===== config.mk =====
export PLATFORM = sky130hd
export DESIGN_NAME = gbp_top
export DESIGN_NICKNAME = d
export VERILOG_FILES = /design/src/verilog/gbp_pkg.sv /design/src/verilog/gbp_top.sv /design/src/verilog/gbp_pin_slice.sv
export VERILOG_INCLUDE_DIRS = /design/src /design/src/verilog
export SDC_FILE = /design/constraint.sdc
export NUM_CORES = 1
export LEC_CHECK = 0
export BUFFER_PORTS_ARGS = -buffer_cell sky130_fd_sc_hd__buf_4
export CORE_MARGIN = 2
export CORE_UTILIZATION = 38
export DETAILED_ROUTE_END_ITERATION = 8
export MAX_ROUTING_LAYER = met4
export PLACE_DENSITY = 0.69
export SYNTH_ARGS = -nofsm -noshare
export SYNTH_HDL_FRONTEND = slang
export SYNTH_HIERARCHICAL = 1
export SYNTH_SLANG_ARGS = --single-unit

===== constraint.sdc =====
create_clock -name clock -period 4.15 [get_ports clock]
set_clock_uncertainty 0.1 [all_clocks]
set_input_delay 0.415 -clock clock [delete_from_list [all_inputs] [get_ports clock]]
set_output_delay 0.415 -clock clock [all_outputs]
set_load 0.01 [all_outputs]

===== src/verilog/gbp_defs.svh =====
// Offsets, field positions and reset values of the A/B pin ports.
// Assumes a 32-bit AXI4-Lite bus; register index times four is the byte address.
`ifndef GBP_DEFS_SVH
`define GBP_DEFS_SVH

`define GBP_AXI_AW 8
`define GBP_IDX_LSB 2
`define GBP_IDX_W 6

`define GBP_IDX_DATA_A 6'h00
`define GBP_IDX_DATA_B 6'h01
`define GBP_IDX_DIR_A 6'h02
`define GBP_IDX_DIR_B 6'h03
`define GBP_IDX_RSV_LO 6'h04
`define GBP_IDX_RSV_HI 6'h07
`define GBP_IDX_MODE 6'h10

`define GBP_MODE_FIELD_HI 2
`define GBP_MODE_VIS_BIT 3
`define GBP_MODE_MAX 3'h4

`define GBP_DATA_RESET 8'h00
`define GBP_DIR_RESET 8'h00
`define GBP_VIS_RESET 1'h0

`define GBP_RESP_OKAY 2'h0
`define GBP_RESP_SLVERR 2'h2

`endif


===== src/verilog/gbp_pkg.sv =====
// Types shared by the A/B pin port block.
// Assumes the constants header is included by the modules that use it.
package gbp_pkg;

  typedef enum logic [2:0]
  {
    gbp_mode_single_chip,
    gbp_mode_exp_narrow,
    gbp_mode_exp_wide,
    gbp_mode_emul_narrow,
    gbp_mode_peripheral
  } gbp_mode_t;

  // External bus timing side, driven by the bus sequencer outside this block
  typedef struct packed
  {
    logic [15:0] addr;
    logic [15:0] dout;
    logic doe;
    logic addr_phase;
  } gbp_xbus_t;

  // Register accesses passed out to the external bus
  typedef struct packed
  {
    logic wr_stb;
    logic rd_stb;
    logic [1:0] wr_index;
    logic [1:0] rd_index;
    logic [7:0] wdata;
  } gbp_echo_t;

endpackage


===== src/verilog/gbp_top.sv =====
// A/B pin ports with data and direction registers behind an AXI4-Lite slave.
// Assumes external bus sequencing outside; echoed read data answers in the same cycle.
//
// The AXI4-Lite interface to the registers was left to the implementer.
`timescale 1ns/1ps
`include "gbp_defs.svh"

// Overview of operation
// A set direction bit drives its pin, a clear bit leaves it a high-impedance input.
// A data register read returns the pin level for input bits and the latch for output bits.
// Both direction registers clear to zero on reset.
// With the external bus active, port A carries address 15..8 and the upper data byte; in the narrow modes its data is the lower byte.
// With the external bus active, port B carries address 7..0 and the lower data byte; in the narrow modes it carries address only.
// In single-chip operation the pins are plain I/O under data and direction registers.
// Wide, visible emulation narrow and peripheral modes multiplex address and data on both ports.
// In expanded and peripheral modes the four registers leave the map and accesses go outside.
// While mapped, the registers may be read and written at any time.
// Software waits a cycle after a direction write before reading the matching data register.
// Port A data, port B data, port A and port B direction sit at indices 0 to 3.
// Expanded narrow mode multiplexes address and data on port A, port B carries address only.
module gbp_top
  import gbp_pkg::*;
(
  // Clock and reset
  input wire logic clock,
  input wire logic sys_rst,
  // AXI4-Lite write
  input wire logic [`GBP_AXI_AW-1:0] s_axi_awaddr,
  input wire logic s_axi_awvalid,
  output logic s_axi_awready,
  input wire logic [31:0] s_axi_wdata,
  input wire logic [3:0] s_axi_wstrb,
  input wire logic s_axi_wvalid,
  output logic s_axi_wready,
  output logic [1:0] s_axi_bresp,
  output logic s_axi_bvalid,
  input wire logic s_axi_bready,
  // AXI4-Lite read
  input wire logic [`GBP_AXI_AW-1:0] s_axi_araddr,
  input wire logic s_axi_arvalid,
  output logic s_axi_arready,
  output logic [31:0] s_axi_rdata,
  output logic [1:0] s_axi_rresp,
  output logic s_axi_rvalid,
  input wire logic s_axi_rready,
  // External bus sequencer
  input wire gbp_xbus_t xbus,
  output logic [15:0] bus_data_in,
  output gbp_echo_t echo,
  input wire logic [7:0] echo_rdata,
  // Pins
  input wire logic [7:0] pin_a_in,
  output logic [7:0] pin_a_out,
  output logic [7:0] pin_a_oe,
  input wire logic [7:0] pin_b_in,
  output logic [7:0] pin_b_out,
  output logic [7:0] pin_b_oe
);

  gbp_mode_t mode_q;
  logic internal_visibility_q;
  logic [7:0] data_q [2], dir_q [2], pin_in [2], bus_val [2], bus_oe [2], pin_out_w [2], pin_oe_w [2];
  logic aw_full_q, w_full_q;
  logic [`GBP_AXI_AW-1:0] awaddr_q;
  logic [31:0] wdata_q;
  logic [3:0] wstrb_q;
  logic do_write, do_read, bus_active, mux_wide, wr_port, rd_port;
  logic [`GBP_IDX_W-1:0] wr_idx, rd_idx;
  logic [31:0] rd_val;
  logic [1:0] rd_resp, wr_resp;

  assign pin_in[0] = pin_a_in;
  assign pin_in[1] = pin_b_in;
  assign wr_idx = awaddr_q[`GBP_IDX_LSB +: `GBP_IDX_W];
  assign rd_idx = s_axi_araddr[`GBP_IDX_LSB +: `GBP_IDX_W];
  assign wr_port = wr_idx <= `GBP_IDX_DIR_B;
  assign rd_port = rd_idx <= `GBP_IDX_DIR_B;
  assign do_write = aw_full_q && w_full_q && !s_axi_bvalid;
  assign do_read = s_axi_arvalid && s_axi_arready;
  assign bus_active = mode_q != gbp_mode_single_chip;
  // modes with full 16-bit multiplexing
  assign mux_wide = (mode_q == gbp_mode_exp_wide) || (mode_q == gbp_mode_peripheral)
    || ((mode_q == gbp_mode_emul_narrow) && internal_visibility_q);

  // Write address and data are taken independently, in either order
  always_ff @(posedge clock or posedge sys_rst)
  begin
    if (sys_rst)
    begin
      aw_full_q <= 1'b0;
      awaddr_q <= '0;
      s_axi_awready <= 1'b0;
    end
    else if (s_axi_awvalid && s_axi_awready)
    begin
      aw_full_q <= 1'b1;
      awaddr_q <= s_axi_awaddr;
      s_axi_awready <= 1'b0;
    end
    else if (do_write)
      aw_full_q <= 1'b0;
    else if (!aw_full_q && !s_axi_bvalid)
      s_axi_awready <= 1'b1;
  end

  always_ff @(posedge clock or posedge sys_rst)
  begin
    if (sys_rst)
    begin
      w_full_q <= 1'b0;
      wdata_q <= '0;
      wstrb_q <= '0;
      s_axi_wready <= 1'b0;
    end
    else if (s_axi_wvalid && s_axi_wready)
    begin
      w_full_q <= 1'b1;
      wdata_q <= s_axi_wdata;
      wstrb_q <= s_axi_wstrb;
      s_axi_wready <= 1'b0;
    end
    else if (do_write)
      w_full_q <= 1'b0;
    else if (!w_full_q && !s_axi_bvalid)
      s_axi_wready <= 1'b1;
  end

  assign wr_resp = (wr_port || (wr_idx >= `GBP_IDX_RSV_LO && wr_idx <= `GBP_IDX_RSV_HI) || wr_idx == `GBP_IDX_MODE)
    ? `GBP_RESP_OKAY : `GBP_RESP_SLVERR;

  always_ff @(posedge clock or posedge sys_rst)
  begin
    if (sys_rst)
    begin
      s_axi_bvalid <= 1'b0;
      s_axi_bresp <= `GBP_RESP_OKAY;
    end
    else if (do_write)
    begin
      s_axi_bvalid <= 1'b1;
      s_axi_bresp <= wr_resp;
    end
    else if (s_axi_bready)
      s_axi_bvalid <= 1'b0;
  end

  // Read decode; unmapped indices answer with an error and zero data
  always_comb
  begin
    rd_val = '0;
    rd_resp = `GBP_RESP_OKAY;
    if (rd_port && bus_active)
      // answered from outside
      rd_val = {24'h000000, echo_rdata};
    else if (rd_idx == `GBP_IDX_DATA_A || rd_idx == `GBP_IDX_DATA_B)
      // pin level or latch
      rd_val = {24'h000000, (dir_q[rd_idx[0]] & data_q[rd_idx[0]]) | (~dir_q[rd_idx[0]] & pin_in[rd_idx[0]])};
    else if (rd_idx == `GBP_IDX_DIR_A || rd_idx == `GBP_IDX_DIR_B)
      rd_val = {24'h000000, dir_q[rd_idx[0]]};
    else if (rd_idx >= `GBP_IDX_RSV_LO && rd_idx <= `GBP_IDX_RSV_HI)
      rd_val = '0;
    else if (rd_idx == `GBP_IDX_MODE)
      rd_val = {28'h0000000, internal_visibility_q, mode_q};
    else
      rd_resp = `GBP_RESP_SLVERR;
  end

  // reads taken whenever no read response is outstanding
  always_ff @(posedge clock or posedge sys_rst)
  begin
    if (sys_rst)
    begin
      s_axi_arready <= 1'b0;
      s_axi_rvalid <= 1'b0;
      s_axi_rdata <= '0;
      s_axi_rresp <= `GBP_RESP_OKAY;
    end
    else if (do_read)
    begin
      s_axi_arready <= 1'b0;
      s_axi_rvalid <= 1'b1;
      s_axi_rdata <= rd_val;
      s_axi_rresp <= rd_resp;
    end
    else if (s_axi_rvalid && s_axi_rready)
      s_axi_rvalid <= 1'b0;
    else if (!s_axi_rvalid)
      s_axi_arready <= 1'b1;
  end

  // Mode select; unknown codes are dropped so the enum never holds an illegal value
  always_ff @(posedge clock or posedge sys_rst)
  begin
    if (sys_rst)
    begin
      mode_q <= gbp_mode_single_chip;
      internal_visibility_q <= `GBP_VIS_RESET;
    end
    else if (do_write && wstrb_q[0] && wr_idx == `GBP_IDX_MODE)
    begin
      if (wdata_q[`GBP_MODE_FIELD_HI:0] <= `GBP_MODE_MAX)
        mode_q <= gbp_mode_t'(wdata_q[`GBP_MODE_FIELD_HI:0]);
      internal_visibility_q <= wdata_q[`GBP_MODE_VIS_BIT];
    end
  end

  // echo strobes toward the external bus
  always_ff @(posedge clock or posedge sys_rst)
  begin
    if (sys_rst)
      echo <= '0;
    else
    begin
      echo.wr_stb <= do_write && wr_port && bus_active && wstrb_q[0];
      echo.rd_stb <= do_read && rd_port && bus_active;
      echo.wr_index <= wr_idx[1:0];
      echo.rd_index <= rd_idx[1:0];
      echo.wdata <= wdata_q[7:0];
    end
  end

  always_ff @(posedge clock or posedge sys_rst)
  begin
    if (sys_rst)
      bus_data_in <= '0;
    else
      bus_data_in <= {pin_a_in, pin_b_in};
  end

  // External bus drive per port
  always_comb
  begin
    if (xbus.addr_phase)
    begin
      // upper address on port A
      bus_val[0] = xbus.addr[15:8];
      // lower address on port B
      bus_val[1] = xbus.addr[7:0];
      bus_oe[0] = {8{mode_q != gbp_mode_peripheral}};
      bus_oe[1] = {8{mode_q != gbp_mode_peripheral}};
    end
    else if (mux_wide)
    begin
      // both data bytes
      bus_val[0] = xbus.dout[15:8];
      bus_val[1] = xbus.dout[7:0];
      bus_oe[0] = {8{xbus.doe}};
      bus_oe[1] = {8{xbus.doe}};
    end
    else
    begin
      // narrow data on port A, address held on port B
      bus_val[0] = xbus.dout[7:0];
      bus_val[1] = xbus.addr[7:0];
      bus_oe[0] = {8{xbus.doe}};
      bus_oe[1] = 8'hFF;
    end
  end

  genvar p;
  generate
    for (p = 0; p < 2; p++)
    begin : g_port
      // data and direction writes by index
      always_ff @(posedge clock or posedge sys_rst)
      begin
        if (sys_rst)
        begin
          data_q[p] <= `GBP_DATA_RESET;
          // direction clears on reset
          dir_q[p] <= `GBP_DIR_RESET;
        end
        else if (do_write && wstrb_q[0] && !bus_active)
        begin
          if (wr_idx == `GBP_IDX_W'(`GBP_IDX_DATA_A + p))
            data_q[p] <= wdata_q[7:0];
          if (wr_idx == `GBP_IDX_W'(`GBP_IDX_DIR_A + p))
            dir_q[p] <= wdata_q[7:0];
        end
      end

      gbp_pin_slice u_slice
      (
        .clock(clock),
        .sys_rst(sys_rst),
        .gpio_data(data_q[p]),
        .gpio_dir(dir_q[p]),
        .bus_active(bus_active),
        .bus_val(bus_val[p]),
        .bus_oe(bus_oe[p]),
        .pin_out_q(pin_out_w[p]),
        .pin_oe_q(pin_oe_w[p])
      );
    end
  endgenerate

  assign pin_a_out = pin_out_w[0];
  assign pin_a_oe = pin_oe_w[0];
  assign pin_b_out = pin_out_w[1];
  assign pin_b_oe = pin_oe_w[1];

  // First edge after release still sees reset in the past
  a_dir_reset_zero: assert property (@(posedge clock) disable iff (sys_rst)
    $past(sys_rst) |-> (dir_q[0] == 8'h00 && dir_q[1] == 8'h00))
    else $error("direction registers not cleared by reset");
  a_read_pin_mux: assert property (@(posedge clock) disable iff (sys_rst)
    (do_read && !bus_active && rd_idx == `GBP_IDX_DATA_A)
    |=> s_axi_rvalid
    && s_axi_rdata[7:0] == (($past(dir_q[0]) & $past(data_q[0])) | (~$past(dir_q[0]) & $past(pin_a_in))))
    else $error("port A read does not mix pins and latch");
  a_port_a_addr: assert property (@(posedge clock) disable iff (sys_rst)
    (bus_active && xbus.addr_phase) |=> pin_a_out == $past(xbus.addr[15:8]))
    else $error("port A not carrying upper address");
  a_port_b_addr: assert property (@(posedge clock) disable iff (sys_rst)
    (bus_active && xbus.addr_phase) |=> pin_b_out == $past(xbus.addr[7:0]))
    else $error("port B not carrying lower address");
  a_wide_data_hi: assert property (@(posedge clock) disable iff (sys_rst)
    (mode_q == gbp_mode_exp_wide && !xbus.addr_phase)
    |=> pin_a_out == $past(xbus.dout[15:8]) && pin_a_oe == {8{$past(xbus.doe)}})
    else $error("wide mode port A not carrying upper data");
  a_echo_no_store: assert property (@(posedge clock) disable iff (sys_rst)
    (do_write && wr_port && bus_active && wstrb_q[0])
    |=> echo.wr_stb && $stable(data_q[0]) && $stable(dir_q[1]) ##1 !echo.wr_stb)
    else $error("external access stored locally or echo not a pulse");
  a_data_write_any: assert property (@(posedge clock) disable iff (sys_rst)
    (do_write && wstrb_q[0] && !bus_active && wr_idx == `GBP_IDX_DATA_A)
    |=> data_q[0] == $past(wdata_q[7:0]) ##[0:2] s_axi_bvalid)
    else $error("port A data write not taken");
  a_dir_b_index: assert property (@(posedge clock) disable iff (sys_rst)
    (do_write && wstrb_q[0] && !bus_active && wr_idx == `GBP_IDX_DIR_B)
    |=> dir_q[1] == $past(wdata_q[7:0]) && $stable(dir_q[0]))
    else $error("port B direction not at its index");
  a_narrow_b_addr: assert property (@(posedge clock) disable iff (sys_rst)
    (mode_q == gbp_mode_exp_narrow && !xbus.addr_phase)
    |=> pin_b_out == $past(xbus.addr[7:0]) && pin_b_oe == 8'hFF)
    else $error("narrow mode port B not holding address");

endmodule


===== src/verilog/gbp_pin_slice.sv =====
// One 8-bit pin port: picks general-purpose or external bus drive.
// Assumes pin inputs synchronous to clock; outputs are registered.
`timescale 1ns/1ps
`include "gbp_defs.svh"

module gbp_pin_slice
  import gbp_pkg::*;
(
  // Clock and reset
  input wire logic clock,
  input wire logic sys_rst,
  // General-purpose side
  input wire logic [7:0] gpio_data,
  input wire logic [7:0] gpio_dir,
  // External bus side
  input wire logic bus_active,
  input wire logic [7:0] bus_val,
  input wire logic [7:0] bus_oe,
  // Pin drive
  output logic [7:0] pin_out_q,
  output logic [7:0] pin_oe_q
);

  always_ff @(posedge clock or posedge sys_rst)
  begin
    if (sys_rst)
    begin
      pin_out_q <= `GBP_DATA_RESET;
      pin_oe_q <= `GBP_DIR_RESET;
    end
    else if (bus_active)
    begin
      pin_out_q <= bus_val;
      pin_oe_q <= bus_oe;
    end
    else
    begin
      // latch drives pin
      pin_out_q <= gpio_data;
      // direction sets enable
      pin_oe_q <= gpio_dir;
    end
  end

  a_gpio_dir_oe: assert property (@(posedge clock) disable iff (sys_rst)
    !bus_active |=> pin_oe_q == $past(gpio_dir))
    else $error("pin enable does not follow direction register");

  a_gpio_out_data: assert property (@(posedge clock) disable iff (sys_rst)
    !bus_active |=> pin_out_q == $past(gpio_data))
    else $error("pin output does not follow data latch");

endmodule


==> results.tsv <==
metric	value	unit
outcome	completed	
initial_utilization	0.3905	
fin_crit	2.518	ns
worst_slew_pin_slew	1.024	ns
num_antenna_cells	0	
slowest_stage	nor4_4	
area_growth_syn_to_layout	31.28	%
grt_usage	0.1921	
cts_buffers	17	
portBuffers	162	
avgSynthCellArea	13.13	um2
cp.required	4.34	ns
yosysUniqueCellTypes	46	
fmax	397.2	MHz
synth_warnings	6	
critPathMaxStageDelay	0.68	ns
cts_resized	0	
gp_congestion	0.8522	
maxSlewHeadroom	0.3142	
dr.pass1.iters	4	
syn_inst	434	
grt_pass1_wl	22.64	mm
setup_viol_count_final	0	
rsz0062_at_grt	no	
post_cts.repair.setup_buffers	0	
crit_type	reg2reg	
die_width	126.4	um
slew_violations	0	
grt_antenna_before_repair	0	
first_iter_violations	167	
worstPathCellList	nor3_2 > inv_2 > nor4_4 > mux2_2	
ioPinCount	220	
min_path_type	in2async	
layout_commonest_cell	buf_4	
coreArea	14590	um2
dp_hpwl	10.61	mm
stdcell_count	797	
dp.cells	766	
maxCapViolCount	0	
cts_tree	done	
cts.sinks	130	
grt_pass1_vias	4122	
cts_root_buffer	clkbuf_16	
drcViolationCount	0	
period_share	0.6067	
grt-ovfl-total	0	
cp-end-kind	register	
die_h	126.4	um
grt_start_max_net_pins	69	
clk_latency	0.41	ns
routedWlPerCell	18.26	um
crit_arrival	2.71	ns
clockBufferDepth	2	
viasPerCell	4.984	
final-hold-violation-count	0	
seq_area_frac_synth	0.5711	
power_density	652.8	nW/um2
num_vias	3972	
cts_htree_levels	4	
r2r-start	mode_q[2]	
nNetsFinal	718	
postRouteWirelength	14.55	mm
syn-cell-area	5697	um2
r2r_slack	1.63	ns
fp-row-count	44	
hold_buffers	0	
cp_max_fo	11	
synth_seq_cells	130	
total_leakage_power	0.003728	uW
r2r-end	dir_q[13]	
final_cell_mix	165 x buf_4, 130 x dfrtp_1, 68 x mux2_2	
die_area	15990	um2
clk_pin_slew_worst_paths	0.05	ns
r2r_cells	4	
ir_drop	0.3454	mV
start_kind	register	
drive_gt1_frac	0.4861	
antenna_left	0	
tns	0	ns
-- critical path: cells and delay by family, from the launching register on --
| kind | cells | cell delay (ns) |
|---|---|---|
| muxes | 1 | 0.41 |
| DFF | 1 | 0.43 |
| buffers and inverters | 1 | 0.11 |
| and+or+nand+nor | 2 | 1.34 |
-- report_power, final --
part           total [uW]  internal [uW]  switching, uW
Combinational        1600            900            696
Clock                1320            815            502
Sequential           1970           1630            335
Total                4880           3350           1530
-- Yosys cell counts, drive strengths merged --
master	instances	share of area
nor2	11	0.0077
o22a	1	0.0015
o31ai	7	0.0092
and4bb	1	0.0029
nand2b	4	0.0044
a211oi	2	0.0026
mux2	88	0.19
nor2b	4	0.0044
nor4	3	0.0081
a21oi	11	0.0097
o21ai	35	0.031
or4b	1	0.0018
or3b	6	0.0092
and4	1	0.0015
a22oi	1	0.0013
conb	1	0.00066
a32oi	4	0.0061
nand3	2	0.0026
nand4	4	0.0066
dfrtp	130	0.57
and3	1	0.0011
clkbuf	8	0.0053
o311ai	4	0.0061
a2bb2oi	1	0.0015
and2	1	0.0011
buf	34	0.049
a21o	1	0.0013
mux2i	10	0.018
nand2	24	0.016
o221ai	1	0.0015
nor3	5	0.0061
inv	17	0.011
a31oi	2	0.0022
a211o	1	0.0015
o21a	7	0.0092
-- stage by stage --
| step | hold slack (ns) | instance area (um2) | setup WS, ns | total power [uW] | utilization |
|---|---|---|---|---|---|
| after floorplan | 0.2287 | 5791 | 1.073 | 3090 | - |
| after global placement | 0.3699 | 6953 | 1.701 | 3523 | 0.4766 |
| after detailed placement | 0.3809 | 6953 | 1.649 | 3586 | 0.4766 |
| after CTS | 0.00002182 | 7478 | 1.629 | 4938 | 0.5126 |
| after global routing | 0.002662 | 7478 | 1.490 | 5145 | 0.5126 |
| final | 0.005576 | 7478 | 1.632 | 4882 | 0.5126 |
-- how the worst max path moves through the flow --
| stage | slack [ns] | depth (start not counted) | startpoint | end |
|---|---|---|---|---|
| floorplan | 1.07 | 1 | sys_rst | aw_full_q |
| global placement | 1.70 | 4 | mode_q[2] | dir_q[13] |
| detailed placement | 1.65 | 4 | mode_q[2] | dir_q[15] |
| CTS | 1.63 | 4 | mode_q[2] | dir_q[8] |
| global route | 1.49 | 4 | mode_q[2] | dir_q[11] |
| finish | 1.63 | 4 | mode_q[2] | dir_q[13] |
-- cells by family (layout without fill, tap and decap cells) --
logic type / after synthesis / in the layout / share of synthesized area
muxes: 98 / 98 / 0.2047
other: 1 / 26 / 0.0006583
AOI/OAI and AO/OA: 78 / 78 / 0.08478
DFF: 130 / 130 / 0.5711
and+or+nand+nor: 68 / 68 / 0.07336
buffers and inverters: 59 / 213 / 0.06545
-- registers in the layout, indices dropped and copies added (netlist names), 3 cells and up --
name / count
data_q: 16
g_port.u_slice/pin_out_q: 16
wdata_q: 8
dir_q: 16
echo: 14
g_port.u_slice/pin_oe_q: 16
bus_data_in: 16
awaddr_q: 6
s_axi_rdata: 8
mode_q: 3
-- layer usage --
| layer | up-vias | global-route usage | wire length [um] | share of wire |
|---|---|---|---|---|
| met5 | - | - | 0 | 0 |
| met4 | 0 | 0.08920 | 391 | 0.027 |
| met3 | 28 | 0.06369 | 1029 | 0.071 |
| met2 | 136 | 0.2969 | 7200 | 0.49 |
| met1 | 1984 | 0.2282 | 5929 | 0.41 |
| li1 | 1824 | - | - | - |
-- area by class of cell --
| type | instances | area [um2] |
|---|---|---|
| Fill cell | 1276 | 7111 |
| Tap cell | 184 | 230.2 |
| Sequential cell | 130 | 3253 |
| Clock buffer | 25 | 495.5 |
| Timing Repair Buffer | 165 | 1239 |
| Clock inverter | 6 | 30.03 |
| Multi-Input combinational cell | 270 | 2165 |
| Inverter | 17 | 66.31 |
Power figures use the tool's default switching activity.
